[config.mk]
export PLATFORM = sky130hd
export DESIGN_NAME = ebcps_seq
export DESIGN_NICKNAME = d
export VERILOG_FILES = /design/src/ebcps_pkg.sv /design/src/ebcps_sync3.sv /design/src/ebcps_seq.sv
export SDC_FILE = /design/constraint.sdc
export NUM_CORES = 1
export LEC_CHECK = 0
export ABC_AREA = 1
export BUFFER_PORTS_ARGS = -buffer_cell sky130_fd_sc_hd__buf_2
export CAP_MARGIN = 20
export CORE_ASPECT_RATIO = 0.6
export CORE_MARGIN = 2
export CORE_UTILIZATION = 30
export CTS_CLUSTER_DIAMETER = 100
export DETAILED_ROUTE_END_ITERATION = 8
export PLACE_DENSITY_LB_ADDON = 0.05
export SLEW_MARGIN = 40
export SYNTH_ARGS = -nofsm -noshare
export SYNTH_HDL_FRONTEND = slang
export SYNTH_HIERARCHICAL = 1
export SYNTH_SLANG_ARGS = --single-unit
[constraint.sdc]
create_clock -name i_clk -period 7.8 [get_ports i_clk]
set_input_delay 0.39 -clock i_clk [delete_from_list [all_inputs] [get_ports i_clk]]
set_output_delay 0.39 -clock i_clk [all_outputs]
set_load 0.05 [all_outputs]
[src/ebcps_pkg.sv]
// Constants, layouts and state codes of the external bus cycle sequencer.
// Assumes one 100 MHz system clock and a plain word register port.
// How it works
// - Cycle runs up to five phases in fixed order; zero-length ones are skipped
// - Each phase length programmable per chip select
// - Address setup 1..2, plus 0..3 on change
// - Command 0..3, setup/turnaround 0..1, hold 0..3
// - Access 1..32, ready input may stretch it
// - Read data and ready taken at strobe end
// - Late address change cannot spoil read data
// - Reference clock output is the system clock
// - Shared or separate address and data lines
// - Ready polarity selectable, synchronous sampling supported
// - Asynchronous ready synchronised, adds four waits
// - Inactive ready inserts wait, active ends access
package ebcps_pkg;

	localparam int ADDR_W    = 8;
	localparam int DATA_W    = 32;
	localparam int BUS_AW    = 24;
	localparam int BUS_DW    = 16;
	localparam int LEN_W     = 6;
	localparam int WAIT_W    = 8;

	// Register byte offsets
	localparam logic [7:0] OFS_CFG0   = 8'h00;
	localparam logic [7:0] OFS_CFG1   = 8'h04;
	localparam logic [7:0] OFS_ADDR   = 8'h08;
	localparam logic [7:0] OFS_WDATA  = 8'h0C;
	localparam logic [7:0] OFS_CMD    = 8'h10;
	localparam logic [7:0] OFS_STATUS = 8'h14;
	localparam logic [7:0] OFS_RDATA  = 8'h18;

	// Command register fields
	localparam int CMD_WRITE_BIT = 0;
	localparam int CMD_CS_BIT    = 1;
	localparam int CMD_UBO_BIT   = 2;
	localparam int CMD_W         = 3;

	// Status register fields
	localparam int ST_BUSY_BIT   = 0;
	localparam int ST_DONE_BIT   = 1;
	localparam int ST_WAIT_LSB   = 8;

	// Reset values
	localparam int CFG_W = 17;
	localparam logic [CFG_W-1:0] CFG_RST = 17'h00040;

	// One chip_select_timing_config word; lengths in system clock periods
	typedef struct packed {
		logic       ready_async; // Ready through the synchroniser
		logic       ready_pol;   // 1: ready active high
		logic       ready_en;    // Access phase may be stretched
		logic       shared_mode; // 1: shared address/data lines
		logic [1:0] hold_len;
		logic [4:0] access_len;  // Periods minus one
		logic       write_setup_turnaround_len;
		logic [1:0] command_delay_len;
		logic [1:0] addr_ext_len;
		logic       address_setup_len; // Periods minus one
	} ebcps_cfg_s;

	typedef enum logic [2:0] {
		PH_IDLE = 3'h0,
		PH_AB   = 3'h1,
		PH_C    = 3'h2,
		PH_D    = 3'h3,
		PH_E    = 3'h4,
		PH_F    = 3'h5
	} ebcps_phase_e;

endpackage : ebcps_pkg

[src/ebcps_sync3.sv]
// Three-stage synchroniser for an input from outside the clock domain.
// Assumes a clean synchronous reset copy from the top module.
`timescale 1ns/1ps
module ebcps_sync3
(
	input  wire logic i_clk,
	input  wire logic i_rst_n,
	input  wire logic i_async,
	output logic      o_level
);

	logic s1_q;
	logic s2_q;
	logic s3_q;

	// First stage feeds only the second; output moves once stages agree
	always_ff @(posedge i_clk or negedge i_rst_n)
	begin
		if (!i_rst_n)
		begin
			s1_q    <= 1'b0;
			s2_q    <= 1'b0;
			s3_q    <= 1'b0;
			o_level <= 1'b0;
		end
		else
		begin
			s1_q <= i_async;
			s2_q <= s1_q;
			s3_q <= s2_q;
			if (s2_q == s3_q)
				o_level <= s3_q;
		end
	end

endmodule : ebcps_sync3

[src/ebcps_seq.sv]
// External bus cycle phase sequencer with its register port and pins.
// Assumes a register master on i_clk; bus pins resolved by the testbench.
`timescale 1ns/1ps
module ebcps_seq
#(
	parameter int NCS = 2
)
(
	input  wire logic                         i_clk,
	input  wire logic                         i_nrst,
	input  wire logic [ebcps_pkg::ADDR_W-1:0] i_reg_addr,
	input  wire logic [ebcps_pkg::DATA_W-1:0] i_reg_wdata,
	input  wire logic                         i_reg_wr,
	input  wire logic                         i_reg_rd,
	output logic      [ebcps_pkg::DATA_W-1:0] o_reg_rdata,
	output wire logic                         o_bus_ref_clk,
	output logic                              o_clk_hs_en,
	output logic      [ebcps_pkg::BUS_AW-1:0] o_addr,
	output logic      [ebcps_pkg::BUS_DW-1:0] o_ad,
	output logic                              o_ad_oe,
	input  wire logic [ebcps_pkg::BUS_DW-1:0] i_ad,
	output logic                              o_ale,
	output logic                              o_rd_n,
	output logic                              o_wr_n,
	output logic                              o_upper_byte_enable_n,
	output logic      [NCS-1:0]               o_cs_n,
	input  wire logic                         i_ready
);

	localparam int CSW    = (NCS > 1) ? $clog2(NCS) : 1;
	localparam int DATA_W = ebcps_pkg::DATA_W;
	localparam int LEN_W  = ebcps_pkg::LEN_W;

	logic                                rst_meta_q;
	logic                                rst_n;
	logic                                rdy_sync;
	ebcps_pkg::ebcps_cfg_s [NCS-1:0]     cfg_q;
	logic [ebcps_pkg::BUS_AW-1:0]        addr_q;
	logic [ebcps_pkg::BUS_DW-1:0]        wdata_q;
	logic [ebcps_pkg::CMD_W-1:0]         cmd_q;
	ebcps_pkg::ebcps_phase_e             state_q;
	ebcps_pkg::ebcps_phase_e             state_d;
	logic [ebcps_pkg::LEN_W-1:0]         cnt_q;
	logic [ebcps_pkg::LEN_W-1:0]         cnt_d;
	ebcps_pkg::ebcps_cfg_s               cur_q;
	ebcps_pkg::ebcps_cfg_s               cur_d;
	logic [CSW-1:0]                      cs_q;
	logic [CSW-1:0]                      cs_d;
	logic [CSW-1:0]                      last_cs_q;
	logic                                have_last_q;
	logic                                ext_q;
	logic                                ext_d;
	logic                                wr_q;
	logic                                wr_d;
	logic                                ubo_d;
	logic                                async_wait_q;
	logic                                async_wait_d;
	logic                                done_q;
	logic [ebcps_pkg::WAIT_W-1:0]        waits_q;
	logic [ebcps_pkg::BUS_DW-1:0]        rdata_q;
	logic                                start;
	logic                                rdy_active;
	logic                                stretch;
	logic                                finish;

	// Length of one phase in periods for a given configuration
	function automatic logic [ebcps_pkg::LEN_W-1:0] phase_len
	(
		input ebcps_pkg::ebcps_phase_e ph,
		input ebcps_pkg::ebcps_cfg_s   c,
		input logic                    ext
	);
		logic [ebcps_pkg::LEN_W-1:0] len;
		len = '0;
		unique case (ph)
			ebcps_pkg::PH_AB:
				len = LEN_W'(c.address_setup_len) + 6'h01
					+ (ext ? LEN_W'(c.addr_ext_len) : 6'h00);
			ebcps_pkg::PH_C: len = LEN_W'(c.command_delay_len);
			ebcps_pkg::PH_D: len = LEN_W'(c.write_setup_turnaround_len);
			ebcps_pkg::PH_E: len = LEN_W'(c.access_len) + 6'h01;
			ebcps_pkg::PH_F: len = LEN_W'(c.hold_len);
			default:         len = '0;
		endcase
		return len;
	endfunction : phase_len

	// First phase after ph with a nonzero length, else idle
	function automatic ebcps_pkg::ebcps_phase_e next_phase
	(
		input ebcps_pkg::ebcps_phase_e ph,
		input ebcps_pkg::ebcps_cfg_s   c,
		input logic                    ext
	);
		ebcps_pkg::ebcps_phase_e res;
		ebcps_pkg::ebcps_phase_e p;
		res = ebcps_pkg::PH_IDLE;
		for (int i = 5; i >= 1; i--)
		begin
			p = ebcps_pkg::ebcps_phase_e'(3'(i));
			if (p > ph && phase_len(p, c, ext) != '0)
				res = p;
		end
		return res;
	endfunction : next_phase

	// Reset release through two flops; assertion stays asynchronous
	always_ff @(posedge i_clk or negedge i_nrst)
	begin
		if (!i_nrst)
		begin
			rst_meta_q <= 1'b0;
			rst_n      <= 1'b0;
		end
		else
		begin
			rst_meta_q <= 1'b1;
			rst_n      <= rst_meta_q;
		end
	end

	// Forwarded system clock; the pad needs its fast driver
	assign o_bus_ref_clk = i_clk;

	always_ff @(posedge i_clk or negedge rst_n)
	begin
		if (!rst_n)
			o_clk_hs_en <= 1'b0;
		else
			o_clk_hs_en <= 1'b1;
	end

	ebcps_sync3 u_rdy_sync
	(
		.i_clk   (i_clk),
		.i_rst_n (rst_n),
		.i_async (i_ready),
		.o_level (rdy_sync)
	);

	// Synchronous mode looks at the pin straight on the edge
	assign rdy_active = (cur_q.ready_async ? rdy_sync : i_ready)
		== cur_q.ready_pol;

	assign start = i_reg_wr && (i_reg_addr == ebcps_pkg::OFS_CMD)
		&& (state_q == ebcps_pkg::PH_IDLE);

	// Software registers; writes to the command word while busy are dropped
	always_ff @(posedge i_clk or negedge rst_n)
	begin
		if (!rst_n)
		begin
			cfg_q   <= {NCS{ebcps_pkg::CFG_RST}};
			addr_q  <= '0;
			wdata_q <= '0;
			cmd_q   <= '0;
		end
		else if (i_reg_wr)
		begin
			unique case (i_reg_addr)
				ebcps_pkg::OFS_CFG0:
					cfg_q[0] <= i_reg_wdata[ebcps_pkg::CFG_W-1:0];
				ebcps_pkg::OFS_CFG1:
					cfg_q[NCS-1] <= i_reg_wdata[ebcps_pkg::CFG_W-1:0];
				ebcps_pkg::OFS_ADDR:
					addr_q <= i_reg_wdata[ebcps_pkg::BUS_AW-1:0];
				ebcps_pkg::OFS_WDATA:
					wdata_q <= i_reg_wdata[ebcps_pkg::BUS_DW-1:0];
				ebcps_pkg::OFS_CMD:
					if (state_q == ebcps_pkg::PH_IDLE)
						cmd_q <= i_reg_wdata[ebcps_pkg::CMD_W-1:0];
				default:
					cmd_q <= cmd_q;
			endcase
		end
	end

	// Cycle parameters as they will stand in the next cycle
	always_comb
	begin
		cs_d  = start ? CSW'(i_reg_wdata[ebcps_pkg::CMD_CS_BIT]) : cs_q;
		wr_d  = start ? i_reg_wdata[ebcps_pkg::CMD_WRITE_BIT] : wr_q;
		ubo_d = start ? i_reg_wdata[ebcps_pkg::CMD_UBO_BIT]
			: cmd_q[ebcps_pkg::CMD_UBO_BIT];
		cur_d = start ? cfg_q[cs_d] : cur_q;
		ext_d = start ? (!have_last_q || last_cs_q != cs_d) : ext_q;
	end

	// Phase sequencer: AB, C, D, E, F, each counted down from its length
	always_comb
	begin
		state_d      = state_q;
		cnt_d        = cnt_q;
		async_wait_d = async_wait_q;
		stretch      = 1'b0;
		finish       = 1'b0;
		unique case (state_q)
			ebcps_pkg::PH_IDLE:
				if (start)
				begin
					state_d = ebcps_pkg::PH_AB;
					cnt_d   = phase_len(ebcps_pkg::PH_AB, cur_d, ext_d)
						- 6'h01;
				end
			ebcps_pkg::PH_E:
				if (cnt_q != '0)
					cnt_d = cnt_q - 6'h01;
				else if (!cur_q.ready_en)
					finish = 1'b1;
				else if (cur_q.ready_async && !async_wait_q)
				begin
					async_wait_d = 1'b1;
					stretch      = 1'b1;
				end
				else if (rdy_active)
					finish = 1'b1;
				else
					stretch = 1'b1;
			default:
				if (cnt_q != '0)
					cnt_d = cnt_q - 6'h01;
				else
					finish = 1'b1;
		endcase
		if (finish)
		begin
			state_d      = next_phase(state_q, cur_q, ext_q);
			cnt_d        = phase_len(state_d, cur_q, ext_q) - 6'h01;
			async_wait_d = 1'b0;
		end
	end

	// Sequencer state and per-cycle parameters
	always_ff @(posedge i_clk or negedge rst_n)
	begin
		if (!rst_n)
		begin
			state_q      <= ebcps_pkg::PH_IDLE;
			cnt_q        <= '0;
			cur_q        <= ebcps_pkg::CFG_RST;
			cs_q         <= '0;
			wr_q         <= 1'b0;
			ext_q        <= 1'b0;
			async_wait_q <= 1'b0;
			last_cs_q    <= '0;
			have_last_q  <= 1'b0;
		end
		else
		begin
			state_q      <= state_d;
			cnt_q        <= cnt_d;
			cur_q        <= cur_d;
			cs_q         <= cs_d;
			wr_q         <= wr_d;
			ext_q        <= ext_d;
			async_wait_q <= async_wait_d;
			if (start)
			begin
				last_cs_q   <= cs_d;
				have_last_q <= 1'b1;
			end
		end
	end

	// Read data latched on the edge that lifts the read strobe; the pins
	// may change after it, and a later address move cannot reach it
	always_ff @(posedge i_clk or negedge rst_n)
	begin
		if (!rst_n)
			rdata_q <= '0;
		else if (state_q == ebcps_pkg::PH_E && finish && !wr_q)
			rdata_q <= i_ad;
	end

	// Done is sticky; a cycle ending beats a clear in the same cycle
	always_ff @(posedge i_clk or negedge rst_n)
	begin
		if (!rst_n)
		begin
			done_q  <= 1'b0;
			waits_q <= '0;
		end
		else
		begin
			if (start)
				waits_q <= '0;
			else if (stretch && waits_q != '1)
				waits_q <= waits_q + 8'h01;
			if (state_q != ebcps_pkg::PH_IDLE
				&& state_d == ebcps_pkg::PH_IDLE)
				done_q <= 1'b1;
			else if (i_reg_wr && i_reg_addr == ebcps_pkg::OFS_STATUS
				&& i_reg_wdata[ebcps_pkg::ST_DONE_BIT])
				done_q <= 1'b0;
		end
	end

	// Pins registered from the next phase so they change on the edge
	always_ff @(posedge i_clk or negedge rst_n)
	begin
		if (!rst_n)
		begin
			o_addr                <= '0;
			o_ad                  <= '0;
			o_ad_oe               <= 1'b0;
			o_ale                 <= 1'b0;
			o_rd_n                <= 1'b1;
			o_wr_n                <= 1'b1;
			o_upper_byte_enable_n <= 1'b1;
			o_cs_n                <= '1;
		end
		else
		begin
			o_ale  <= (state_d == ebcps_pkg::PH_AB);
			o_rd_n <= !(state_d == ebcps_pkg::PH_E && !wr_d);
			o_wr_n <= !(state_d == ebcps_pkg::PH_E && wr_d);
			o_cs_n <= '1;
			if (state_d != ebcps_pkg::PH_IDLE)
			begin
				o_cs_n[cs_d]          <= 1'b0;
				o_addr                <= addr_q;
				o_upper_byte_enable_n <= ubo_d;
			end
			// Shared lines carry the address in setup, then data
			if (cur_d.shared_mode && state_d == ebcps_pkg::PH_AB)
			begin
				o_ad    <= addr_q[ebcps_pkg::BUS_DW-1:0];
				o_ad_oe <= 1'b1;
			end
			else if (wr_d && state_d >= ebcps_pkg::PH_C
				&& !(cur_d.shared_mode && state_d == ebcps_pkg::PH_C))
			begin
				o_ad    <= wdata_q;
				o_ad_oe <= 1'b1;
			end
			else
				o_ad_oe <= 1'b0;
		end
	end

	// Register read data, valid in the cycle after the strobe only
	always_ff @(posedge i_clk or negedge rst_n)
	begin
		if (!rst_n)
			o_reg_rdata <= '0;
		else if (!i_reg_rd)
			o_reg_rdata <= '0;
		else
		begin
			unique case (i_reg_addr)
				ebcps_pkg::OFS_CFG0:
					o_reg_rdata <= DATA_W'(cfg_q[0]);
				ebcps_pkg::OFS_CFG1:
					o_reg_rdata <= DATA_W'(cfg_q[NCS-1]);
				ebcps_pkg::OFS_ADDR:   o_reg_rdata <= DATA_W'(addr_q);
				ebcps_pkg::OFS_WDATA:  o_reg_rdata <= DATA_W'(wdata_q);
				ebcps_pkg::OFS_CMD:    o_reg_rdata <= DATA_W'(cmd_q);
				ebcps_pkg::OFS_STATUS:
					o_reg_rdata <= DATA_W'({waits_q, 6'h00, done_q,
						state_q != ebcps_pkg::PH_IDLE});
				ebcps_pkg::OFS_RDATA:  o_reg_rdata <= DATA_W'(rdata_q);
				default:               o_reg_rdata <= '0;
			endcase
		end
	end

endmodule : ebcps_seq

==> results.txt, run 1 <==
- Across all layers, the routed design uses 7589 vias.
* Most instantiated library cell after synthesis: sky130_fd_sc_hd__nand2_1
- After the flow finishes, the layout carries non-filler instances totaling 1609.
* Arrival @ worst endpoint: 5.38 ns
* Source-to-sink clock delay at the later pin of the worst-skew pair: 0.64 ns
* Placed cells: 1541
- Placed wire-length estimate after detailed placement: 21100 um
- The net count of the finished layout is 1245.
* Row count: 50
- Initial antenna violation count: 0
- Global routing finished with a remaining overflow of 0.
- The largest single stage delay on the critical path is 0.46 ns.
* Post-synthesis cell area: 9400 um2
- At the worst endpoint, the required time is 8.32 ns.
* Vias per Instance: 4.72
- Across the routed clock network, the largest skew measured is 0.0145 ns.
* Share of the synthesized area in the top cell type: 54.3%
- The count of final max-slew check failures is 0.
- In this run the remaining antenna-violating nets after routing total 0.
- Slew @ Worst Pin: 0.797 ns
* Antenna diode count: 0
* Top routing layer in use: met4
* Multi-input gate area in the final layout: 3480 um2
* Met3 Wirelength: 1720 um
- Maximum vdd drop: 0.172 mV
* Die Area: 32800 um2
- Critical Path Fanout Max: 30
* Nature of the critical path endpoint: flip-flop
* Count of input and output buffers: 125
- Once the floorplan was initialized, standard cells occupied 30.3% of the core.
- Pin count of the biggest net entering global routing: 148
- Total power: 2.46 mW
- Global router's overall resource usage: 18.7%
- Starting DRT DRC Count: 594
- Number of standard cells after synthesis: 1033
- Setup repair after global routing missed its margin: false
- Nature of the critical path startpoint: flip-flop
- Final critical-path required period: 4.86 ns
- Detailed routing placed a total of 12000 um of wire on met2.
- The number of global-route vias before repair was 7279.
- Static leakage: 5.73 nW
- Across the run, the number of max-cap violations was 0.
- For this run, asynchronously set or reset flops after synthesis account for 100%.
- Setup violations remaining at the end of the flow were counted as 0.
- Mean Syn Cell Area: 9.10 um2
- For this run, the detailed router's first-pass iteration total came to 5.
- For this run, the register share of the synthesized area comes to 56.5%.
- Number of library cell types mapped by synthesis: 46
* Worst min-delay path category: in -> reg
* Hold violation total from the final report: 0
* Top cells by area, synth: sky130_fd_sc_hd__dfrtp_1 (54%), sky130_fd_sc_hd__nand2_1 (10%), sky130_fd_sc_hd__o21ai_0 (5.7%), sky130_fd_sc_hd__inv_1 (3.9%), sky130_fd_sc_hd__mux2_2 (3.4%)
* First-pass GRT wire length: 46100 um
* Routed wire per std cell: 18.8 um
* Sequential standard cell area: 5320 um2
- After routing, the total negative slack on setup checks comes to 0 ns.
- CP Cell Sequence: nor2_2 -> inv_2 -> nor2_4 -> inv_2 -> nor3_4 -> buf_4 -> nand2_1 -> buf_4 -> nand2_2 -> inv_1 -> a31oi_1 -> inv_1 -> ha_1 -> nand2_1 -> o21a_1 -> a21oi_1 -> ha_1 -> nand4_1 -> nand3_1 -> o21ai_0
- Area Growth Syn to Fin: 22.0%
- After detailed routing, the number of remaining DRC violations is 0.
- The flow ran to the end, and the final reports show no timing, DRC or antenna violations.
- The slowest stage of the critical path belongs to the cell sky130_fd_sc_hd__a21oi_1.
* Routability-driven placement congestion ratio: 0.824
* Number of warnings printed during yosys synthesis: 6
- Worst-path clk slew: 0.06 ns
- The synthesized design contains 212 register bits.
- Yosys mapped a number of flops with a built-in enable equal to 0.
- Top post-synthesis cells by count: sky130_fd_sc_hd__nand2_1 (250), sky130_fd_sc_hd__dfrtp_1 (204), sky130_fd_sc_hd__o21ai_0 (107), sky130_fd_sc_hd__inv_1 (97), sky130_fd_sc_hd__nor2_1 (65)
* Routed wire length: 30200 um
- TritonCTS clock tree: built
* I/O pins: 142
- In this run the horizontal extent of the chip is 233 um.
- In the synthesized netlist the dominant register cell turns out to be sky130_fd_sc_hd__dfrtp_1.
- The worst pin sits at a relative slew slack of 46.5%.
- By startpoint and endpoint, the worst setup path is classified as reg -> reg.
- Fill cells in the final layout number 3272.
- Area inside the core boundary: 31000 um2
* Period Utilization, post-route: 62.3%
- Power density normalized to cell area: 214 nW/um2
* Die Ht: 141 um
* Fraction of layout instances using a drive strength above 1: 20.5%
* Routed met1 length: 16100 um
* Top cell type by total area after synthesis: sky130_fd_sc_hd__dfrtp_1
* Highest clock rate: 206 MHz
-- timing repair --
item                      4_1_cts  5_1_grt
gates resized for setup         0        0
hold endpoints to repair       25        0
setup buffers                   0        0
hold buffers                   24        0
-- kinds of logic after synthesis --
family	synth area share (%)
simple gates	18.4
compound gates	12.9
flops	56.5
buf+inv	7.04
mux	3.83
fa+ha+maj	0.932
xor+xnor	0.280
other cells	0.0799
-- cell type report --
class                           instances  area share (%)
Multi-Input combinational cell        674            30.3
Inverter                              106            3.47
Tap cell                              416            4.54
Clock inverter                          2          0.0873
Clock buffer                           42            6.73
Sequential cell                       212            46.4
Timing Repair Buffer                  157            8.49
-- placed cells by master (no fill, tap or decap), drive strengths merged, types with 2 or more instances in the layout --
cell type and count:
nand3b 2, a31oi 12, nand4 8, nor3 25, a221oi 4, ha 7, nor2 69, o211ai 2
o21a 2, a21oi 50, dfrtp 204, o31ai 2, o21ai 116, xor2 2, dlygate4sd3 24, a211oi 2
clkinv 5, a41oi 2, o22ai 23, mux2 32, nand2 258, buf 134, inv 103, clkbuf 41
conb 10, dfstp 8, nand3 41
-- metal layers --
metal | global-route usage, % | up-vias
li1 | - | 3686
met1 | 30.2 | 3700
met2 | 24.9 | 169
met3 | 4.59 | 34
met4 | 3.05 | 0
met5 | 0 | -
-- sequential cells by signal (all words and copies together) (netlist names), 3 cells and up --
signal / count
rdata_q: 16
addr_q: 24
cmd_q: 3
cnt_q: 6
waits_q: 8
wdata_q: 16
o_reg_rdata: 24
cur_q: 17
cfg_q: 34
o_addr: 24
o_ad: 16
state_q: 3
-- power by group --
| part | internal, mW | switching, mW |
|---|---|---|
| Combinational | 0.0444 | 0.109 |
| Clock | 0.669 | 0.479 |
| Sequential | 1.13 | 0.0232 |
| Total | 1.84 | 0.611 |
-- final timing paths --
check	startpoint	endpoint	slack, ns	cells past startpoint
setup / recovery	state_q[1]	cnt_q[4]	2.94	20
hold / removal	i_ad[7]	rdata_q[7]	0.02	2
setup reg to reg	state_q[1]	cnt_q[4]	2.94	20
hold reg to reg	rst_n	waits_q[2]	0.26	0
max in group asynchronous	rst_n	o_ad[10]	6.37	2
min in group asynchronous	i_nrst	rst_n	0.07	2
-- worst max-delay path, delay by kind of cell (launching register included) --
| kind | cells | cell delay, ns |
|---|---|---|
| buffers and inverters | 6 | 1.30 |
| DFF | 1 | 0.41 |
| and+or+nand+nor | 8 | 1.46 |
| adders and majority gates | 2 | 0.57 |
| AOI/OAI and AO/OA | 4 | 0.97 |
-- metrics by stage --
stage	hold slack, ns	util, %	setup slack, ns	instance area [um2]
2_1_floorplan	0.0944	-	1.47	9430
3_3_place_gp	0.178	33.5	3.05	10400
3_5_place_dp	0.178	33.6	3.01	10400
4_1_cts	0.00515	36.9	2.99	11400
5_1_grt	0.0155	37.0	2.50	11500
6_report	0.0242	37.0	2.94	11500
Note: power is estimated with default switching activity, not from simulation.
==> run 2, diff against run 1 <==
- clock period: 7.8 -> 4.9 ns (I/O delays scaled with it)
==> results.txt, run 2 (synthesis gave the netlist of run 1 again) <==
- Worst clock skew on the final layout: 0.0117 ns (was 0.0145 ns)
- Number of maximum-capacitance violations: 0 (unchanged)
* CP Cell Sequence: nor2_2 -> inv_2 -> nor2_4 -> buf_4 -> nand3_2 -> nand2_1 -> nand2_2 -> inv_1 -> nand2_1 -> nand4_1 -> o21ai_0 -> inv_1 -> nand2_1 -> ha_1 -> nand2_1 -> o21a_1 -> a21oi_1 -> ha_1 -> nand4_1 -> nand3_1 -> o21ai_0 (was nor2_2 -> inv_2 -> nor2_4 -> inv_2 -> nor3_4 -> buf_4 -> nand2_1 -> buf_4 -> nand2_2 -> inv_1 -> a31oi_1 -> inv_1 -> ha_1 -> nand2_1 -> o21a_1 -> a21oi_1 -> ha_1 -> nand4_1 -> nand3_1 -> o21ai_0)
- Crit path buffers/inverters: 4 (was 6)
- The count of antenna diodes in the layout came to 0 (unchanged).
- Multi-input gate area in the final layout: 3480 um2 (about the same)
- Critical path's largest stage delay: 0.44 ns (was 0.46 ns)
- Most frequent standard cell in the layout excluding fill and tap cells: sky130_fd_sc_hd__nand2_1 (unchanged)
* I/O pins: 142 (unchanged)
* Area inside the core boundary: 31000 um2 (unchanged)
- The placed instance count was 1546 (was 1541).
- The global-route wire length before repair is 46900 um (was 46100 um).
* Power density normalized to cell area: 342 nW/um2 (was 214 nW/um2)
- The clock transition at the registers of the reported paths was 0.07 ns (was 0.06 ns).
- The post-route antenna net violation count was 0 (unchanged).
* Initial antenna violation count: 0 (unchanged)
* Static leakage: 5.85 nW (was 5.73 nW)
- The number of violations reported at the end of detailed-routing iteration 0 is 638 (was 594).
* Routed wire per std cell: 18.7 um (was 18.8 um)
* Total congestion overflow after global routing: 0 (unchanged)
- The maximum vdd ir drop is 0.338 mV (was 0.172 mV).
* Area Growth Syn to Fin: 24.5% (was 22.0%)
- Sequential standard cell area: 5320 um2 (unchanged)
- The number of port buffers was 125 (unchanged).
- The largest net degree at the start of global routing came to 72 (was 148).
- Placed wire-length estimate after detailed placement: 21400 um (was 21100 um)
- The post-CTS resize count came to 0 (unchanged).
- The routability congestion estimate was 0.792 (was 0.824).
* Initial Utilization: 30.3% (unchanged)
- Layout Nets: 1269 (was 1245)
- Setup repair after global routing missed its margin: false (unchanged)
* Vias per Instance: 4.67 (was 4.72)
- The sort of element at the end of the critical path is a flip-flop (unchanged).
* Die width: 233 um (unchanged)
* CTS hold repair buffers: 43 (was 24)
- The number of global-route vias before repair came to 7567 (was 7279).
- Nature of the critical path startpoint: flip-flop (unchanged)
- Top library cells by usage in the layout, fill and taps aside: sky130_fd_sc_hd__nand2_1 (248), sky130_fd_sc_hd__dfrtp_1 (203), sky130_fd_sc_hd__buf_2 (125) (was sky130_fd_sc_hd__nand2_1 (247), sky130_fd_sc_hd__dfrtp_1 (203), sky130_fd_sc_hd__buf_2 (125))
- Arrival @ worst endpoint: 4.41 ns (was 5.38 ns)
- The row count is 50 (unchanged).
- TritonCTS clock tree: built (unchanged)
- The slowest cell on the critical path is sky130_fd_sc_hd__a21oi_1 (unchanged).
* Required time at the worst-slack endpoint: 5.42 ns (was 8.32 ns)
- The type of the worst setup path was reg -> reg (unchanged).
* Routed wire length: 30500 um (was 30200 um)
* Outcome: finished, final reports clean (unchanged)
- Critical Path Fanout Max: 11 (was 30)
- The global router's overall resource usage was 18.9% (was 18.7%).
- The minimum clock period after layout came to 3.89 ns (was 4.86 ns).
- The vertical extent of the die came to 141 um (unchanged).
* Die Area: 32800 um2 (unchanged)
- Source-to-sink clock delay at the later pin of the worst-skew pair: 0.64 ns (about the same)
- Highest clock rate: 257 MHz (was 206 MHz)
- The overall via count from detail_route came to 7618 (was 7589).
- Fraction of layout instances using a drive strength above 1: 20.8% (was 20.5%)
- The number of inserted filler cells in the final layout was 3266 (was 3272).
* Register containing the most flip-flops in the final layout: cfg_q (unchanged)
* Cell type group with the largest total delay on the critical path: simple AND/OR/NAND/NOR gates (unchanged)
- The number of post-CTS setup repair buffers was 0 (unchanged).
* Final sum of negative setup slack: 0 ns (unchanged)
* Cell repeated most along the worst path: sky130_fd_sc_hd__nand2_1
- Final slew viol count: 0 (unchanged)
- Final non-filler cell total: 1633 (was 1609)
- Hold violation total from the final report: 0 (unchanged)
- Max-slew headroom: 38.4% (was 46.5%)
* Worst min-delay path category: in -> reg (unchanged)
- Pre-antenna DRT Iters: 5 (unchanged)
- Endpoints failing setup: 0 (unchanged)
* Number of flip-flops in the largest register: 34 (unchanged)
* Detailed-route DRC error count: 0 (unchanged)
- Slew @ Worst Pin: 0.914 ns (was 0.797 ns)
* Period Utilization, post-route: 79.4% (was 62.3%)
run 2: changes by cell type in the layout (fill, tap and decap cells not counted), sizes merged:
cell         before  now
clkinv            5    7
clkinvlp          0    2
clkbuf           41   35
dlygate4sd3      24   43
inv             103  105
buf             134  138
bufinv            0    1
run 2: power breakdown:
| part | switching, mW | total [mW] | internal, mW |
|---|---|---|---|
| clock | 0.804 | 1.91 | 1.11 |
| combinational | 0.172 | 0.250 | 0.0776 |
| sequential | 0.0395 | 1.84 | 1.80 |
run 2: area by class of cell:
class / instances / share of cell area (%)
flip-flops and latches: 212 / 45.5
clock inverters: 9 / 0.706
well taps: 416 / 4.45
multi-input cells: 674 / 29.7
clock buffers: 36 / 6.32
inverters: 106 / 3.40
repair buffers: 180 / 9.93
run 2: final timing paths:
path | startpoint | endpoint | slack (ns) | cells past startpoint
worst max-delay path | state_q[1] | cnt_q[4] | 1.01 | 21
worst min-delay path | i_reg_wdata[1] | addr_q[1] | 0.01 | 3
worst max register to register | state_q[1] | cnt_q[4] | 1.01 | 21
worst min register to register | rst_n | waits_q[5] | 0.33 | 0
max in group asynchronous | rst_n | rdata_q[13] | 3.48 | 1
min in group asynchronous | rst_n | waits_q[5] | 0.33 | 0
run 2: through the flow:
step	util (%)	hold slack (ns)	setup WS [ns]	instance area [um2]	power, mW
finish	37.7	0.0144	1.01	11700	4.00
global route	37.7	0.0147	0.720	11700	4.16
CTS	37.7	0.00131	1.02	11700	4.06
detailed placement	33.7	0.0344	0.990	10500	2.14
global placement	33.6	0.0329	1.06	10400	2.14
floorplan	-	-0.0506	1.42	9430	2.06
run 2: worst register-to-register path: stages, from the launching register on:
cell and delay [ns]:
sky130_fd_sc_hd__dfrtp_1 0.41, sky130_fd_sc_hd__nor2_2 0.20, sky130_fd_sc_hd__inv_2 0.09, sky130_fd_sc_hd__nor2_4 0.09
sky130_fd_sc_hd__buf_4 0.22, sky130_fd_sc_hd__nand3_2 0.26, sky130_fd_sc_hd__nand2_1 0.16, sky130_fd_sc_hd__nand2_2 0.12
sky130_fd_sc_hd__inv_1 0.31, sky130_fd_sc_hd__nand2_1 0.09, sky130_fd_sc_hd__nand4_1 0.08, sky130_fd_sc_hd__o21ai_0 0.12
sky130_fd_sc_hd__inv_1 0.09, sky130_fd_sc_hd__nand2_1 0.05, sky130_fd_sc_hd__ha_1 0.27, sky130_fd_sc_hd__nand2_1 0.05
sky130_fd_sc_hd__o21a_1 0.10, sky130_fd_sc_hd__a21oi_1 0.44, sky130_fd_sc_hd__ha_1 0.31, sky130_fd_sc_hd__nand4_1 0.11
sky130_fd_sc_hd__nand3_1 0.10, sky130_fd_sc_hd__o21ai_0 0.09
run 2: layer usage:
layer / share of wire [%] / vias up / track usage (%)
met5: 0 / - / 0
met4: 1.1 / 0 / 3.02
met3: 5.0 / 25 / 3.46
met2: 40 / 172 / 25.4
met1: 54 / 3698 / 31.1
li1: - / 3723 / -
==> run 3, diff against run 2 <==
- ABC_AREA: 1 -> 0
- clock period: 4.9 -> 4.1 ns (I/O delays scaled with it)
==> results.txt, run 3 <==
- Share of the synthesized area in the top cell type: 52.3% (was 54.3%)
* Placed cells: 1325 (was 1546)
- Initial Utilization: 30.3% (about the same)
- The synthesized cell area is 9770 um2 (was 9400 um2).
- Global router's overall resource usage: 16.6% (was 18.9%)
- The worst hold path class is in -> reg (unchanged).
- The number of flip-flops in the largest register came to 34 (unchanged).
- I/O pins: 142 (unchanged)
* Final sum of negative setup slack: 0 ns (unchanged)
- The number of cells traversed by the worst register-to-register path is 14 (was 21).
* Count of input and output buffers: 125 (unchanged)
* Crit Reg-Reg Startpoint: state_q[2] (was state_q[1])
* Number of library cell types mapped by synthesis: 69 (was 46)
- Outcome: finished, final reports clean (unchanged).
- TritonCTS clock tree: built (unchanged)
- The total length of routed wires was 27800 um (was 30500 um).
* Top cell type by total area after synthesis: sky130_fd_sc_hd__dfrtp_1 (unchanged)
* Endpoints failing setup: 0 (unchanged)
* Tightest hold margin: 0.119 ns (was 0.0144 ns)
- The number of post-CTS setup repair buffers came to 0 (unchanged).
* Hold violation total from the final report: 0 (unchanged)
* Antenna viol nets, final: 0 (unchanged)
* Required time at the worst-slack endpoint: 4.67 ns (was 5.42 ns)
* Most instantiated library cell after synthesis: sky130_fd_sc_hd__dfrtp_1 (was sky130_fd_sc_hd__nand2_1)
- Period Utilization, post-route: 90.3% (was 79.4%)
* Seq/Total Area, Yosys: 54.4% (was 56.5%)
- The filler-free cell count of the finished design came to 1417 (was 1633).
- The synthesis-to-finish area growth is 24.8% (was 24.5%).
- The number of standard cells after synthesis was 799 (was 1033).
- Maximum vdd drop: 0.239 mV (was 0.338 mV)
* Min-delay src: i_reg_addr[4] (was i_reg_wdata[1])
- The clock transition at the registers of the reported paths came to 0.06 ns (was 0.07 ns).
* Final slew viol count: 0 (unchanged)
* Total congestion overflow after global routing: 0 (unchanged)
- Mean Syn Cell Area: 12.2 um2 (was 9.10 um2)
- Final critical-path required period: 3.70 ns (was 3.89 ns)
- The share of flip-flops with an asynchronous set or reset came to 100% (unchanged).
- Most frequent standard cell in the layout excluding fill and tap cells: sky130_fd_sc_hd__dfrtp_1 (was sky130_fd_sc_hd__nand2_1)
- Layout Nets: 1041 (was 1269)
- Critical Path Fanout Max: 13 (was 11)
- Die Area: 34100 um2 (was 32800 um2)
- The overall via count from detail_route came to 6869 (was 7618).
- The source-to-sink clock delay at the later pin of the worst-skew pair came to 0.65 ns (was 0.64 ns).
- CTS hold repair buffers: 44 (was 43)
- Setup repair after global routing missed its margin: false (unchanged)
- Number of maximum-capacitance violations: 0 (unchanged)
- Pin count of the biggest net entering global routing: 82 (was 72)
- The largest register by flop count is cfg_q (unchanged).
* Count of flip-flops with a built-in enable after synthesis: 0 (unchanged)
- Arrival @ worst endpoint: 4.27 ns (was 4.41 ns)
- Top post-synthesis cells by count: sky130_fd_sc_hd__dfrtp_1 (204), sky130_fd_sc_hd__mux2_2 (123), sky130_fd_sc_hd__nand2_1 (61), sky130_fd_sc_hd__nor2_1 (61), sky130_fd_sc_hd__mux2i_1 (36) (was sky130_fd_sc_hd__nand2_1 (250), sky130_fd_sc_hd__dfrtp_1 (204), sky130_fd_sc_hd__o21ai_0 (107), sky130_fd_sc_hd__inv_1 (97), sky130_fd_sc_hd__nor2_1 (65)).
* Top library cells by usage in the layout, fill and taps aside: sky130_fd_sc_hd__dfrtp_1 (203), sky130_fd_sc_hd__buf_2 (126), sky130_fd_sc_hd__mux2_2 (123) (was sky130_fd_sc_hd__nand2_1 (248), sky130_fd_sc_hd__dfrtp_1 (203), sky130_fd_sc_hd__buf_2 (125))
* Routed wire per std cell: 19.6 um (was 18.7 um)
- The detailed-routing iteration count for the pre-antenna-repair pass came to 5 (unchanged).
- Category of the most critical setup path: reg -> reg (unchanged)
* Total power: 5.02 mW (was 4.00 mW)
* Detailed-route DRC error count: 0 (unchanged)
- The number of global-route vias before repair was 7073 (was 7567).
- Die width: 237 um (was 233 um)
- Antenna diode count: 0 (unchanged)
- The number of violations reported at the end of detailed-routing iteration 0 came to 366 (was 638).
- The synthesized flop and latch total was 212 (unchanged).
* Area inside the core boundary: 32200 um2 (was 31000 um2)
- Number of cells on the worst hold path: 5 (was 3)
- Slew @ Worst Pin: 0.766 ns (was 0.914 ns)
- The initial antenna violation count was 0 (unchanged).
* Die Ht: 144 um (was 141 um)
- Nature of the critical path endpoint: flip-flop (unchanged)
- The total power per unit cell area is 412 nW/um2 (was 342 nW/um2).
- The routed via count divided by cell count is 4.85 (was 4.67).
- Static leakage: 5.96 nW (was 5.85 nW)
- The total number of yosys warnings is 6 (unchanged).
- Highest clock rate: 270 MHz (was 257 MHz)
- Row count: 51 (was 50)
- Placed wire-length estimate after detailed placement: 19200 um (was 21400 um)
- Max-slew headroom: 48.7% (was 38.4%)
* Endpoint of the worst-slack reg-to-reg timing path: cnt_q[4] (unchanged)
* Setup slack of the most critical reg-to-reg path: 0.40 ns (was 1.01 ns)
* Resized Gates After CTS: 0 (unchanged)
- Routability-driven placement congestion ratio: 0.851 (was 0.792)
* Worst clock skew on the final layout: 0.0146 ns (was 0.0117 ns)
- The nature of the critical path startpoint was a flip-flop (unchanged).
* Ys flop type: sky130_fd_sc_hd__dfrtp_1 (unchanged)
- The share of final-layout standard cells stronger than drive strength 1 came to 36.6% (was 20.8%).
- Hold endpoint: ext_q (was addr_q[1])
- Top cells by area, synth: sky130_fd_sc_hd__dfrtp_1 (52%), sky130_fd_sc_hd__mux2_2 (14%), sky130_fd_sc_hd__mux2i_1 (3.7%), sky130_fd_sc_hd__mux2_4 (2.9%), sky130_fd_sc_hd__nand2_1 (2.3%) (was sky130_fd_sc_hd__dfrtp_1 (54%), sky130_fd_sc_hd__nand2_1 (10%), sky130_fd_sc_hd__o21ai_0 (5.7%), sky130_fd_sc_hd__inv_1 (3.9%), sky130_fd_sc_hd__mux2_2 (3.4%)).
- The global-route wire length before repair was 42700 um (was 46900 um).
[run 3: how the worst max path moves through the flow]
| stage | start | endpoint | slack (ns) | cells after the start |
|---|---|---|---|---|
| 5_1_grt | state_q[2] | cnt_q[4] | 0.06 | 14 |
| 3_3_place_gp | state_q[2] | cnt_q[4] | 0.48 | 14 |
| 6_report | state_q[2] | cnt_q[4] | 0.40 | 14 |
| 2_1_floorplan | rst_n | addr_q[0] | 0.62 | 0 |
| 3_5_place_dp | state_q[2] | cnt_q[4] | 0.42 | 14 |
| 4_1_cts | state_q[2] | cnt_q[4] | 0.39 | 14 |
[run 3: power breakdown]
part           internal (mW)  switching (mW)  total (mW)
Combinational          0.186           0.293       0.479
Sequential              2.19          0.0775        2.26
Clock                   1.32           0.961        2.28
[run 3: final cells by class]
type	count	area [um2]
Fill cell	3128	20000
Sequential cell	212	5320
Multi-Input combinational cell	531	4200
Timing Repair Buffer	191	1270
Clock buffer	39	742
Tap cell	424	531
Clock inverter	9	86.3
Inverter	11	41.3
[run 3: worst max-delay path: stages, from the launching register on]
cell,delay [ns]
sky130_fd_sc_hd__dfrtp_1,0.53
sky130_fd_sc_hd__nor3_2,0.64
sky130_fd_sc_hd__nand3_2,0.40
sky130_fd_sc_hd__o21ai_0,0.33
sky130_fd_sc_hd__nand2_1,0.09
sky130_fd_sc_hd__ha_1,0.19
sky130_fd_sc_hd__inv_1,0.06
sky130_fd_sc_hd__ha_1,0.25
sky130_fd_sc_hd__mux2i_1,0.15
sky130_fd_sc_hd__o21ai_0,0.24
sky130_fd_sc_hd__inv_1,0.13
sky130_fd_sc_hd__ha_1,0.20
sky130_fd_sc_hd__o211ai_1,0.11
sky130_fd_sc_hd__xor2_1,0.17
sky130_fd_sc_hd__a21oi_1,0.14
[run 3: kinds of logic (layout without fill, tap and decap cells)]
kind of cell | count (synthesis) | in the layout | share of synthesized area [%]
AOI/OAI and AO/OA | 119 | 119 | 8.42
buffers and inverters | 64 | 250 | 3.11
muxes | 187 | 187 | 21.9
DFF | 212 | 212 | 54.4
xor gates and xnor gates | 15 | 15 | 1.34
other | 2 | 10 | 0.0769
adders and majority gates | 6 | 6 | 0.756
and+or+nand+nor | 194 | 194 | 9.94
[run 3: through the flow]
stage	utilization [%]	cell area (um2)	worst slack, ns
after floorplan	-	9800	0.618
after global placement	33.7	10900	0.482
final	37.8	12200	0.396
after CTS	37.8	12200	0.385
after global routing	37.8	12200	0.0570
after detailed placement	33.9	10900	0.418
[run 3: metal layers]
metal	GRT usage [%]	part of all wire (%)	vias to the layer above
met4	4.50	1.6	0
met2	25.0	44	152
met3	3.52	4.2	26
met5	0	0	-
met1	24.1	50	3494
li1	-	-	3197
